## src/rtcal_pkg.sv

```systemverilog
// shared constants and carriers for the time-of-day alarm block
package rtcal_pkg;

  // register indices; byte address on the bus is four times the index
  localparam logic [5:0] IDX_SUBSEC = 6'h1a;
  localparam logic [5:0] IDX_SEC_HI = 6'h1b;
  localparam logic [5:0] IDX_SEC_LO = 6'h1c;
  localparam logic [5:0] IDX_ALM_HI = 6'h1e;
  localparam logic [5:0] IDX_ALM_LO = 6'h1f;
  localparam logic [5:0] IDX_CTRL   = 6'h20;
  localparam logic [5:0] IDX_STAT   = 6'h21;
  localparam logic [5:0] IDX_ISTAT  = 6'h22;
  localparam logic [5:0] IDX_IMASK  = 6'h23;

  // field positions
  localparam int CTRL_CCE_BIT  = 0;
  localparam int CTRL_ADE_BIT  = 1;
  localparam int STAT_BUSY_BIT = 0;
  localparam int IRQ_TOD_BIT   = 0;

  // 32.768 kHz edges per 256 Hz tick is 128: divider runs 0..127
  localparam logic [6:0] DIV_LAST    = 7'h7f;
  localparam logic [7:0] SUB_LAST    = 8'hff;
  // cycles that a counter load keeps the busy flag up
  localparam logic [2:0] BUSY_CYCLES = 3'h4;
  localparam logic [1:0] HTRANS_NSEQ = 2'h2;

  // reset-cleared control state of the block
  typedef struct packed {
    logic        osc_s1;
    logic        osc_s2;
    logic        osc_s3;
    logic [6:0]  div;
    logic        cce;
    logic        ade;
    logic [2:0]  busy_cnt;
    logic        tod_flag;
    logic        tod_mask;
    logic        dp_wr;
    logic [5:0]  dp_idx;
    logic [31:0] hrdata;
  } rtcal_ctl_s;

  // battery-backed state, never touched by reset
  typedef struct packed {
    logic [3:0]  alm_hi;
    logic [15:0] alm_lo;
    logic [31:0] sec;
    logic [7:0]  sub;
  } rtcal_bak_s;

  localparam rtcal_ctl_s CTL_RST = '0;

endpackage

```

## src/rtcal_top.sv

```systemverilog
`timescale 1ns/1ps
`default_nettype none

// How it works
// - alarm high bits 3:0 take writes only when alarm or clock enable clear.
// - alarm high bits 3:0 read back at any time.
// - alarm high bits 7:4 ignore writes and read as zero.
// - alarm low reads always; writes need busy clear and an enable clear.
// - alarm fires only at subsecond rollover when twenty seconds bits match.
// - alarm registers survive reset; only supply loss disturbs them.
// - subsecond counts 256 Hz ticks; its rollover advances the seconds.
module rtcal_top
  import rtcal_pkg::*;
(
  input  wire logic        clk,
  input  wire logic        sys_rst,
  input  wire logic        osc_32k,
  input  wire logic        hsel,
  input  wire logic [31:0] haddr,
  input  wire logic [1:0]  htrans,
  input  wire logic        hwrite,
  input  wire logic [2:0]  hsize,
  input  wire logic [31:0] hwdata,
  input  wire logic        hready,
  output logic             hreadyout,
  output logic             hresp,
  output logic [31:0]      hrdata,
  output logic             irq
);

  rtcal_ctl_s ctl_r;
  rtcal_ctl_s ctl_nxt;
  rtcal_bak_s bak_r;
  rtcal_bak_s bak_nxt;

  logic       addr_ok;
  logic [5:0] addr_idx;
  logic       osc_edge;
  logic       tick;
  logic       busy;
  logic       alm_open;
  logic       wr_alm_hi;
  logic       wr_alm_lo;
  logic       cnt_open;
  logic       rollover;
  logic       trig;
  logic       flag_clr;
  logic [31:0] sec_inc;

  // twenty-bit compare of alarm pair against seconds
  function automatic logic alarm_match(input rtcal_bak_s b,
                                       input logic [31:0] s);
    alarm_match = ({b.alm_hi, b.alm_lo} == s[19:0]);
  endfunction

  // aligned word decode inside the low 256 bytes
  function automatic logic word_ok(input logic [31:0] a);
    word_ok = (a[31:8] == 24'h00_0000) && (a[1:0] == 2'b00);
  endfunction

  // data-phase write hit on one register
  function automatic logic wr_hit(input rtcal_ctl_s c,
                                  input logic [5:0] idx);
    wr_hit = c.dp_wr && (c.dp_idx == idx);
  endfunction

  // read mux; unmapped words read zero
  function automatic logic [31:0] rd_word(input logic [5:0] idx,
                                          input rtcal_ctl_s c,
                                          input rtcal_bak_s b);
    logic [31:0] w;
    w = 32'h0000_0000;
    if (idx == IDX_SUBSEC) begin
      w[7:0] = b.sub;
    end else if (idx == IDX_SEC_HI) begin
      w[15:0] = b.sec[31:16];
    end else if (idx == IDX_SEC_LO) begin
      w[15:0] = b.sec[15:0];
    end else if (idx == IDX_ALM_HI) begin
      w[3:0] = b.alm_hi; // upper bits stay zero
    end else if (idx == IDX_ALM_LO) begin
      w[15:0] = b.alm_lo;
    end else if (idx == IDX_CTRL) begin
      w[CTRL_CCE_BIT] = c.cce;
      w[CTRL_ADE_BIT] = c.ade;
    end else if (idx == IDX_STAT) begin
      w[STAT_BUSY_BIT] = (c.busy_cnt != 3'h0);
    end else if (idx == IDX_ISTAT) begin
      w[IRQ_TOD_BIT] = c.tod_flag;
    end else if (idx == IDX_IMASK) begin
      w[IRQ_TOD_BIT] = c.tod_mask;
    end
    rd_word = w;
  endfunction

  // address phase qualification; only word singles expected
  assign addr_ok  = hsel && hready && (htrans == HTRANS_NSEQ) &&
                    word_ok(haddr);
  assign addr_idx = haddr[7:2];

  // oscillator edge after two-flop sync, then divide by 128
  assign osc_edge = ctl_r.osc_s2 && !ctl_r.osc_s3;
  assign tick     = osc_edge && (ctl_r.div == DIV_LAST);

  // write gating terms
  assign busy      = (ctl_r.busy_cnt != 3'h0);
  assign alm_open  = !ctl_r.ade || !ctl_r.cce;
  assign wr_alm_hi = wr_hit(ctl_r, IDX_ALM_HI) && alm_open;
  assign wr_alm_lo = wr_hit(ctl_r, IDX_ALM_LO) && alm_open &&
                     !busy;
  assign cnt_open  = !ctl_r.cce && !busy;

  // counter chain; alarm looks at the seconds value being entered
  assign sec_inc  = bak_r.sec + 32'h0000_0001;
  assign rollover = tick && ctl_r.cce && (bak_r.sub == SUB_LAST);
  assign trig     = rollover && alarm_match(bak_r, sec_inc);
  assign flag_clr = wr_hit(ctl_r, IDX_ISTAT) && hwdata[IRQ_TOD_BIT];

  // next-state logic for both state groups
  always_comb begin
    ctl_nxt = ctl_r;
    bak_nxt = bak_r;
    // sync chain: s1 feeds s2 only
    ctl_nxt.osc_s1 = osc_32k;
    ctl_nxt.osc_s2 = ctl_r.osc_s1;
    ctl_nxt.osc_s3 = ctl_r.osc_s2;
    if (osc_edge) begin
      ctl_nxt.div = ctl_r.div + 7'h01;
    end
    // subsecond and seconds advance
    if (tick && ctl_r.cce) begin
      bak_nxt.sub = bak_r.sub + 8'h01;
      if (bak_r.sub == SUB_LAST) begin
        bak_nxt.sec = sec_inc;
      end
    end
    // busy counts down after a counter load
    if (busy) begin
      ctl_nxt.busy_cnt = ctl_r.busy_cnt - 3'h1;
    end
    // counter loads need the clock stopped and no load in flight
    if (cnt_open && wr_hit(ctl_r, IDX_SUBSEC)) begin
      bak_nxt.sub      = hwdata[7:0];
      ctl_nxt.busy_cnt = BUSY_CYCLES;
    end else if (cnt_open && wr_hit(ctl_r, IDX_SEC_HI)) begin
      bak_nxt.sec[31:16] = hwdata[15:0];
      ctl_nxt.busy_cnt   = BUSY_CYCLES;
    end else if (cnt_open && wr_hit(ctl_r, IDX_SEC_LO)) begin
      bak_nxt.sec[15:0] = hwdata[15:0];
      ctl_nxt.busy_cnt  = BUSY_CYCLES;
    end
    // alarm pair; only the low nibble of the high word is kept
    if (wr_alm_hi) begin
      bak_nxt.alm_hi = hwdata[3:0];
    end
    if (wr_alm_lo) begin
      bak_nxt.alm_lo = hwdata[15:0];
    end
    // control and mask are always writable
    if (wr_hit(ctl_r, IDX_CTRL)) begin
      ctl_nxt.cce = hwdata[CTRL_CCE_BIT];
      ctl_nxt.ade = hwdata[CTRL_ADE_BIT];
    end
    if (wr_hit(ctl_r, IDX_IMASK)) begin
      ctl_nxt.tod_mask = hwdata[IRQ_TOD_BIT];
    end
    // sticky flag: a firing in the clear cycle is kept
    ctl_nxt.tod_flag = trig || (ctl_r.tod_flag && !flag_clr);
    // capture the address phase for the data phase
    ctl_nxt.dp_wr  = addr_ok && hwrite;
    ctl_nxt.dp_idx = addr_idx;
    // read data from next state so a write just before is seen
    if (addr_ok && !hwrite) begin
      ctl_nxt.hrdata = rd_word(addr_idx, ctl_nxt, bak_nxt);
    end else begin
      ctl_nxt.hrdata = 32'h0000_0000;
    end
  end

  // control state, cleared by reset
  always_ff @(posedge clk or posedge sys_rst) begin
    if (sys_rst) begin
      ctl_r <= CTL_RST;
    end else begin
      ctl_r <= ctl_nxt;
    end
  end

  // backed state has no reset so system resets leave it alone
  always_ff @(posedge clk) begin
    bak_r <= bak_nxt;
  end

  // zero-wait slave, always okay
  assign hreadyout = 1'b1;
  assign hresp     = 1'b0;
  assign hrdata    = ctl_r.hrdata;
  // event only while alarm enable is set
  assign irq = ctl_r.tod_flag && ctl_r.tod_mask && ctl_r.ade;

  // helper views of address-phase reads
  logic rd_alm_hi;
  logic rd_alm_lo;
  assign rd_alm_hi = addr_ok && !hwrite && (addr_idx == IDX_ALM_HI);
  assign rd_alm_lo = addr_ok && !hwrite && (addr_idx == IDX_ALM_LO);
endmodule // rtcal_top

`default_nettype wire

```

## config.mk

```make
export PLATFORM = sky130hd
export DESIGN_NAME = rtcal_top
export DESIGN_NICKNAME = d
export VERILOG_FILES = /design/src/rtcal_pkg.sv /design/src/rtcal_top.sv
export SDC_FILE = /design/constraint.sdc
export NUM_CORES = 1
export LEC_CHECK = 0
export ABC_CLOCK_PERIOD_IN_PS = 7100
export BUFFER_PORTS_ARGS = -buffer_cell sky130_fd_sc_hd__buf_2
export CAP_MARGIN = 30
export CORE_MARGIN = 3
export CORE_UTILIZATION = 57
export CTS_CLUSTER_SIZE = 10
export DETAILED_ROUTE_END_ITERATION = 16
export PLACE_DENSITY = 0.92
export SLEW_MARGIN = 0
export SYNTH_ARGS = -nofsm -noshare
export SYNTH_HDL_FRONTEND = slang
export SYNTH_SLANG_ARGS = --single-unit
```

## constraint.sdc

```tcl
create_clock -name clk -period 7.1 [get_ports clk]
set_input_delay 0.355 -clock clk [delete_from_list [all_inputs] [get_ports clk]]
set_output_delay 0.355 -clock clk [all_outputs]
set_load 0.005 [all_outputs]
```

# ---- Yosys cells after proc, flatten, opt, wreduce, memory -nomap -nowiden
# Index checks and enable logic that the tools add are counted.
dict set report word_totals {
  inputBits 75
  register_bits 116
  output_inout_bits 35
}
dict set report classes {
  n_addsub 4
  eq_ne 21
  n_mux 29
  n_reduce_logical 42
}
# operator n
set op_table {}
lappend op_table {{two-way mux 16 bit} 7}
lappend op_table {{two-way mux 32 bit} 2}
lappend op_table {{equality test 6 x 5 -> 1 bit (second input constant)} 10}
lappend op_table {{equality test 6 bit (second input constant)} 7}
lappend op_table {{two-way mux 40 bit} 1}
lappend op_table {{adder 32 x 1 -> 32 bit (second input constant)} 1}
lappend op_table {{logical AND 1 bit} 30}
lappend op_table {{logical NOT 24 bit} 1}
lappend op_table {{two-way mux 8 bit} 3}
lappend op_table {{equality test 20 bit} 1}
lappend op_table {{two-way mux 14 bit} 1}
lappend op_table {{two-way mux 12 bit} 1}
lappend op_table {{two-way mux 3 bit} 4}
lappend op_table {{adder 8 x 1 -> 8 bit (second input constant)} 1}
lappend op_table {{equality test 8 bit (second input constant)} 1}
lappend op_table {{two-way mux 4 bit} 2}
lappend op_table {{adder 7 x 1 -> 7 bit (second input constant)} 1}
lappend op_table {{equality test 7 bit (second input constant)} 1}
lappend op_table {{logical NOT 1 bit} 6}
lappend op_table {{two-way mux 1 bit} 6}
lappend op_table {{nonzero test 3 bit} 2}
lappend op_table {{two-way mux 2 bit} 2}
lappend op_table {{subtractor 3 x 1 -> 3 bit (second input constant)} 1}
lappend op_table {{equality test 2 bit (second input constant)} 1}
lappend op_table {{2 further kinds} 3}

# ---- Depth between registers and ports, before layout
# Gate-level depths: netlist of run 1.
dict set report logic_depth {
  depth_word 16
  mapped_depth 11
  depth_no_buf 10
}

# ---- Least setup slack after synthesis of run 1
# Ideal clock, no wire load.
dict set report synth_path {
  path_kind {register to register}
  start {register ctl_r[41] (netlist name)}
  end {register ctl_r, in the netlist hrdata[1]}
  arrival_time_ns 2.627
  stages_incl_launch_ff 10
  synth_period_minus_slack_ns 2.756
  slack_ns 4.344
  n_path_buf 1
  required_ns 6.971
  path_cell_list {dfrtp_1 > inv_1 > ha_1 > or3b_2 > or2_2 > nor3_1 > clkbuf_1 > o211ai_1 > a221oi_1 > nor3_1}
}
# item line
set synth_lines {}
lappend synth_lines {{start, declared} rtcal_top.sv:31} ;# rtcal_ctl_s ctl_r;
lappend synth_lines {{start signal, assigned} rtcal_top.sv:185} ;# ctl_r <= ctl_nxt;

==> out/metrics.yaml, run 1 <==
yosys:
  synth_ff_type: "dfxtp_1"
  synth-adder-area-share_pct: 1.051
  synthesis.area_mm2: 0.005954
  yosys.area_share.simple_pct: 24.73
  synth_top_family_by_area: "simple AND/OR/NAND/NOR gates"
  yosysWarnings: 0
  syn_area_per_cell_um2: 9.133
  synth-compound-area-share_pct: 12.42
  synth-edff-count: 0
  netlist.area_leader.share_pct: 20.17
  synth-xor-area-share_pct: 10.15
  ys_seq_area_share_pct: 36.98
  synth_top_area_cell: "dfxtp_1"
  synth_cell_types: 78
  yosys-top-cells-area: "dfxtp_1, dfrtp_1, xnor2_1, mux2_2, buf_4"
  yosys-mux-area-fraction_pct: 5.758
  synthCells: 652
  synth_seq_cells: 100
  async_reset_ff_share_pct: 40.00
grt:
  gr-usage-met1_pct: 32.10
  grt_antenna_before_repair: 0
  grt_usage_pct: 25.65
  grt_pass1_vias: 4942
  use_met2_pct: 43.74
  grtUsageMet3_pct: 4.776
  grt_pass1_wl_um: 23650
  top_usage_layer: "met2"
  grt-ovfl-total: 0
  grt_start_max_net_pins: 41
drt:
  viasPerCell: 6.253
  dr.pass1.iters: 5
  wl_per_cell_um: 17.96
  routed_wl_um: 14840
  first_iter_violations: 441
  ant_nets: 0
  vias: 5165
  drc: 0
timing:
  tightestPinTransition_ns: 1.002
  clock_skew_ns: 0.01352
  max_freq_mhz: 280.7
  setup_viol: 0
  slew_headroom_pct: 33.18
  finalHoldViolCount: 0
  rsz0062_at_grt: "false"
  min_period_ns: 3.563
  maxSlewViolCount: 0
  fin_tns_setup_ns: 0
  fin_crit_sh_pct: 50.18
floorplanning:
  coreArea_mm2: 0.009955
  dieArea_mm2: 0.01171
  die_w_um: 108.2
  fp-row-count: 36
  die_height_um: 108.2
  io_pins: 110
  start_util_pct: 59.82
worst_setup_path:
  critPathArrivalTime_ns: 3.85
  path_class: "register to register"
  end_kind: "register"
  crit_fanout: 17
  cp.required_ns: 7.39
  cp-start-kind: "register"
finish:
  nNetsFinal: 768
  area_growth_pct: 6.283
  antennaDiodeCount: 0
  seqCellArea_mm2: 0.002202
  drive_gt1_share_pct: 21.07
  finish.utilization_pct: 63.57
  n_fill_cell: 783
  fin_area_mm2: 0.006329
  multi_input_area_mm2: 0.003301
cts:
  clock_path_buffers: 2
  h-tree-depth: 3
  insertion_delay_ns: 0.38
  clock_sinks: 100
  cts_resized: 0
  hold_buffers: 0
  clk_pin_slew_ns: 0.10
  postCtsSetupBuffers: 0
  cts-root-buf: "clkbuf_8"
  cts_tree: "yes"
  numCtsBuffers: 9
placed_design:
  finalWeightedCongestion: 0.9845
  post_dp_cell_area_mm2: 0.006120
  dp_hpwl_um: 10980
  portBuffers: 72
flow_run:
  drv_cap: 0
power:
  p_leak_nw: 2.572
  ir_drop_v: 0.00008463
  pwr_density_cell_mw_per_mm2: 175.6
min_path:
  min-delay-path-class: "input pin to async pin"
status:
  status: "completed"
==> placed cells by master, fill, tap and decap left out, types with 18 or more instances in the layout <==
cell type   n
a21oi_1    26
nand2_1    55
xnor2_1    38
buf_2      72
mux2_2     26
dfrtp_1    40
nor2_1     53
conb_1     18
xor2_1     31
nand4_1    19
o21ai_0    21
nand3_1    32
dfxtp_1    60
==> cells by family after synthesis <==
kind of cell	after synthesis
AOI/OAI and AO/OA	108
xor gates and xnor gates	69
adders and majority gates	5
buffers and inverters	80
DFF	100
muxes	31
other	2
and+or+nand+nor	257
==> final timing paths <==
path | startpoint | endpoint | slack (ns) | cells past startpoint
worst min-delay path | sys_rst | ctl_r[41] | 0.08 | 3
min in group clk | osc_32k | ctl_nxt[54] | 0.08 | 1
worst max-delay path | ctl_r[46] | hrdata[0] | 3.54 | 9
worst min register to register | ctl_nxt[54] | ctl_nxt[53] | 0.36 | 0
max in group asynchronous | sys_rst | hrdata[11] | 6.66 | 3
worst max register to register | ctl_r[46] | hrdata[0] | 3.54 | 9
==> layout make-up <==
class	instances	share of cell area, %
multi-input combinational	488	52.16
sequential	100	34.80
timing repair buffer	77	6.406
tap	133	2.630
clock buffer	9	1.957
clock inverter	7	1.344
inverter	12	0.7117
==> worst max-delay path: stages, from the launching register on <==
cell and delay [ns]:
dfrtp_1 0.39, ha_1 0.21, nand4b_1 0.20, nor3_2 0.61
and2_0 0.88, o2111a_1 0.33, nand4_2 0.18, nor4b_4 0.27
o221ai_2 0.14, a221oi_2 0.26
==> where the power goes <==
part           leakage [nW]  internal [mW]  switching [mW]
clock network        0.0995          0.169           0.214
logic                  1.46         0.0491          0.0570
registers              1.01          0.590          0.0329
==> synth_stat cells (4+ instances only) <==
cell / n
nor4_1: 10
a21oi_1: 26
nand3_1: 32
a211oi_1: 8
a31oi_1: 6
nand2b_1: 4
and3_1: 11
inv_1: 12
dfxtp_1: 60
xor2_1: 31
nand2_1: 55
nand4_1: 19
clkbuf_8: 4
nor3_1: 10
clkbuf_1: 15
o211ai_1: 5
ha_1: 5
nor2_1: 53
or2_2: 5
mux2i_1: 5
o2bb2ai_1: 6
buf_4: 38
a22oi_1: 7
or3_1: 7
buf_6: 4
o21ai_0: 21
and4_1: 5
xnor2_1: 38
nor2b_1: 10
dfrtp_1: 40
mux2_2: 26
==> sequential cells by signal (all words and copies together) (netlist names) <==
name / count
ctl_r: 22
ctl_nxt: 2
hrdata: 16
bak_r: 60
==> metrics by stage <==
step	instances	power (mW)	hold slack (ns)	worst slack, ns
finish	826	1.112	0.07708	3.537
global route	826	1.148	0.06924	3.318
CTS	826	1.109	0.07070	3.636
detailed placement	810	0.7377	0.3355	3.664
global placement	808	0.7290	0.3348	3.754
floorplan	668	0.7069	0.3312	4.344
==> metal layers <==
| metal | vias up | wire length, um |
|---|---|---|
| li1 | 2352 | - |
| met1 | 2464 | 5903 |
| met2 | 304 | 7245 |
| met3 | 45 | 1298 |
| met4 | 0 | 389 |
| met5 | - | 0 |
Power figures use the tool's default switching activity.
==> run 2: changes to the inputs <==
--- a/config.mk
+++ b/config.mk
@@ -5,14 +5,14 @@
 export SDC_FILE = /design/constraint.sdc
 export NUM_CORES = 1
 export LEC_CHECK = 0
-export ABC_CLOCK_PERIOD_IN_PS = 7100
+export ABC_CLOCK_PERIOD_IN_PS = 3050
 export BUFFER_PORTS_ARGS = -buffer_cell sky130_fd_sc_hd__buf_2
 export CAP_MARGIN = 30
 export CORE_MARGIN = 3
-export CORE_UTILIZATION = 57
+export CORE_UTILIZATION = 51
 export CTS_CLUSTER_SIZE = 10
 export DETAILED_ROUTE_END_ITERATION = 16
-export PLACE_DENSITY = 0.92
+export PLACE_DENSITY = 0.87
 export SLEW_MARGIN = 0
 export SYNTH_ARGS = -nofsm -noshare
 export SYNTH_HDL_FRONTEND = slang
==> constraint.sdc (replaced) <==
create_clock -name clk -period 3.05 [get_ports clk]
set_input_delay 0.1525 -clock clk [delete_from_list [all_inputs] [get_ports clk]]
set_output_delay 0.1525 -clock clk [all_outputs]
set_load 0.005 [all_outputs]
==> run 2 against run 1 <==
Net effect:
- via count up 0.56%
- clock skew down 0.00050 ns
- sequential cell count unchanged
- cell area up 3.6%
- register-to-register slack worse by 3.4 ns
- combinational power up 150%
- die area up 11%
- clock power rose to 2.8 times the previous value
- sequential power up 130%
- largest cell class unchanged
==> out/metrics.yaml, run 2 (synthesis results as in run 1) <==
status:
  status: "completed"
drt:
  wl_per_cell_um: 18.19  # +1.3%
  vias: 5194  # +0.56%
  dr.pass1.iters: 5  # unchanged
  drc: 0  # unchanged
  routed_wl_um: 15480  # +4.3%
  viasPerCell: 6.103  # -2.4%
  ant_nets: 0  # unchanged
  first_iter_violations: 389  # -12%
finish:
  largest_reg_flops: 60  # unchanged
  mostFrequentLayoutCells: "buf_2, dfxtp_1, nand2_1, nor2_1, dfrtp_1"
  regMostFlops: "bak_r"
  seqCellArea_mm2: 0.002202  # unchanged
  nNetsFinal: 786  # +2.3%
  multi_input_area_mm2: 0.003307  # +0.19%
  final_common_cell: "buf_2"
  fin_area_mm2: 0.006556  # +3.6%
  drive_gt1_share_pct: 22.50  # +1.4 points
  antennaDiodeCount: 0  # unchanged
  n_fill_cell: 930  # +19%
  area_growth_pct: 10.11
min_path:
  hold_end: "ctl_r[38]"
  min_delay_path_depth: 3
  min-delay-path-class: "input pin to register"
  hp-start: "hwrite"
power:
  seqPwrFrac_pct: 52.3  # -3.8 points
  p_clk_share_pct: 38.1  # +3.7 points
  ir_drop_v: 0.0002331  # +180%
  p_leak_nw: 2.690  # +4.6%
  switching_share_pct: 25.90  # -1.4 points
  internal_power_mw: 2.052  # +150%
  p_comb_share_pct: 9.6  # about the same
  pwr_density_cell_mw_per_mm2: 422.3  # +140%
  power_switching_mw: 0.7171  # +140%
timing:
  rsz0062_at_grt: "false"
  maxSlewViolCount: 0  # unchanged
  setup_viol: 0  # unchanged
  max_freq_mhz: 343.4  # +22%
  tightestPinTransition_ns: 0.7069  # -0.2948 ns
  fin_crit_sh_pct: 95.49  # +45 points
  fin_tns_setup_ns: 0  # unchanged
  clock_skew_ns: 0.01302  # -0.0005004 ns
  finalHoldViolCount: 0  # unchanged
  min_period_ns: 2.912  # -0.6502 ns
  hold_ws_ns: 0.02334  # -0.05374 ns
  slew_headroom_pct: 52.87  # +20 points
cts:
  clock_path_buffers: 2  # unchanged
  cts-root-buf: "clkbuf_16"
  cts_tree: "yes"
  insertion_delay_ns: 0.35  # -0.03 ns
  clk_pin_slew_ns: 0.07  # -0.03 ns
  clock_sinks: 100  # unchanged
  numCtsBuffers: 9  # unchanged
  postCtsSetupBuffers: 0  # unchanged
  h-tree-depth: 3  # unchanged
worst_setup_path:
  r2r-start: "ctl_r[41]"
  cpPeakStageDelay_ns: 0.56  # -0.32 ns
  critPathArrivalTime_ns: 3.19  # -0.66 ns
  path_cells: "inv_1 -> ha_1 -> or3b_2 -> or2_2 -> or3_1 -> o22ai_1 -> a21oi_1 -> o221ai_1 -> nor2b_1"
  rrSetupSlack_ns: 0.14  # -3.40 ns
  cp.required_ns: 3.32  # -4.07 ns
  r2r_end: "hrdata[12]"
  r2r_cells: 9  # unchanged
  crit_fanout: 10  # -7
  cp-start-kind: "register"
  path_class: "register to register"
  end_kind: "register"
  critPathSlowestCell: "or3_1"
floorplanning:
  start_util_pct: 53.52  # -6.3 points
  dieArea_mm2: 0.01301  # +11%
  coreArea_mm2: 0.01113  # +12%
  fp-row-count: 38  # +5.6%
  die_w_um: 114.1  # +5.4%
  io_pins: 110  # unchanged
  die_height_um: 114.1  # +5.4%
placed_design:
  portBuffers: 72  # unchanged
  dp_hpwl_um: 11290  # +2.8%
  finalWeightedCongestion: 0.9062  # -8.0%
  post_dp_cell_area_mm2: 0.006231  # +1.8%
flow_run:
  drv_cap: 0  # unchanged
grt:
  grt_antenna_before_repair: 0  # unchanged
  grt_pass1_wl_um: 24890  # +5.3%
  grt_usage_pct: 24.03  # -1.6 points
  grt_start_max_net_pins: 41  # unchanged
  grt_pass1_vias: 5130  # +3.8%
  grt-ovfl-total: 0  # unchanged
run 2: cell count changes in the layout (fill, tap and decap cells not counted), moves of 2 or more:
cell and change:
buf_4 +13, clkbuf_16 +9, dlygate4sd3_1 +5, inv_8 -2, clkbuf_8 -9, clkinv_2 +3
run 2: critical path, delay by kind of cell, from the launching register on:
family / cells / cell delay (ns)
simple gates: 4 / 1.58
fa+ha+maj: 1 / 0.21
compound gates: 3 / 0.52
flops: 1 / 0.41
buf+inv: 1 / 0.10
run 2: worst max path at each step:
stage / cells after the start / startpoint / slack (ns) / end
5_1_grt: 9 / bak_r[9] / 0.02 / hrdata[0]
6_report: 9 / ctl_r[41] / 0.14 / hrdata[12]
4_1_cts: 9 / ctl_r[41] / 0.11 / hrdata[0]
3_5_place_dp: 9 / ctl_r[41] / 0.17 / hrdata[0]
2_1_floorplan: 9 / ctl_r[41] / 0.29 / hrdata[1]
3_3_place_gp: 9 / ctl_r[41] / 0.24 / hrdata[0]
run 2: cell type report:
type | instances | share of cell area, %
Inverter | 12 | 0.6870
Clock buffer | 10 | 3.492
Timing Repair Buffer | 95 | 8.511
Multi-Input combinational cell | 488 | 50.44
Tap cell | 140 | 2.672
Sequential cell | 100 | 33.59
Clock inverter | 6 | 0.6107
run 2: per-layer routing:
layer  routed length, um  GRT usage, %  part of all wire (%)
met5                   0             0                     0
met4                 582         11.48                   3.8
met3                1234         3.647                   8.0
met2                7308         40.67                    47
met1                6351         30.04                    41
run 2: power groups by stage:
stage	Clock (mW)	Sequential, mW	Combinational (mW)
floorplan	0	1.45	0.197
global placement	0	1.47	0.237
detailed placement	0	1.47	0.256
CTS	1.06	1.45	0.262
global route	1.10	1.46	0.289
finish	1.06	1.45	0.265
run 2: timing repair:
action,4_1_cts,5_1_grt
setup endpoints to repair,0,2
hold buffers,5,0
resized for setup,0,2
hold endpoints to repair,44,0
run 2: per-stage QoR:
step	instances	util [%]	power [mW]	setup WS, ns
floorplan	668	-	1.645	0.2945
global placement	830	56.01	1.702	0.2407
CTS	851	58.87	2.769	0.1086
finish	851	58.93	2.769	0.1376
detailed placement	830	56.01	1.730	0.1706
global route	851	58.93	2.849	0.01605
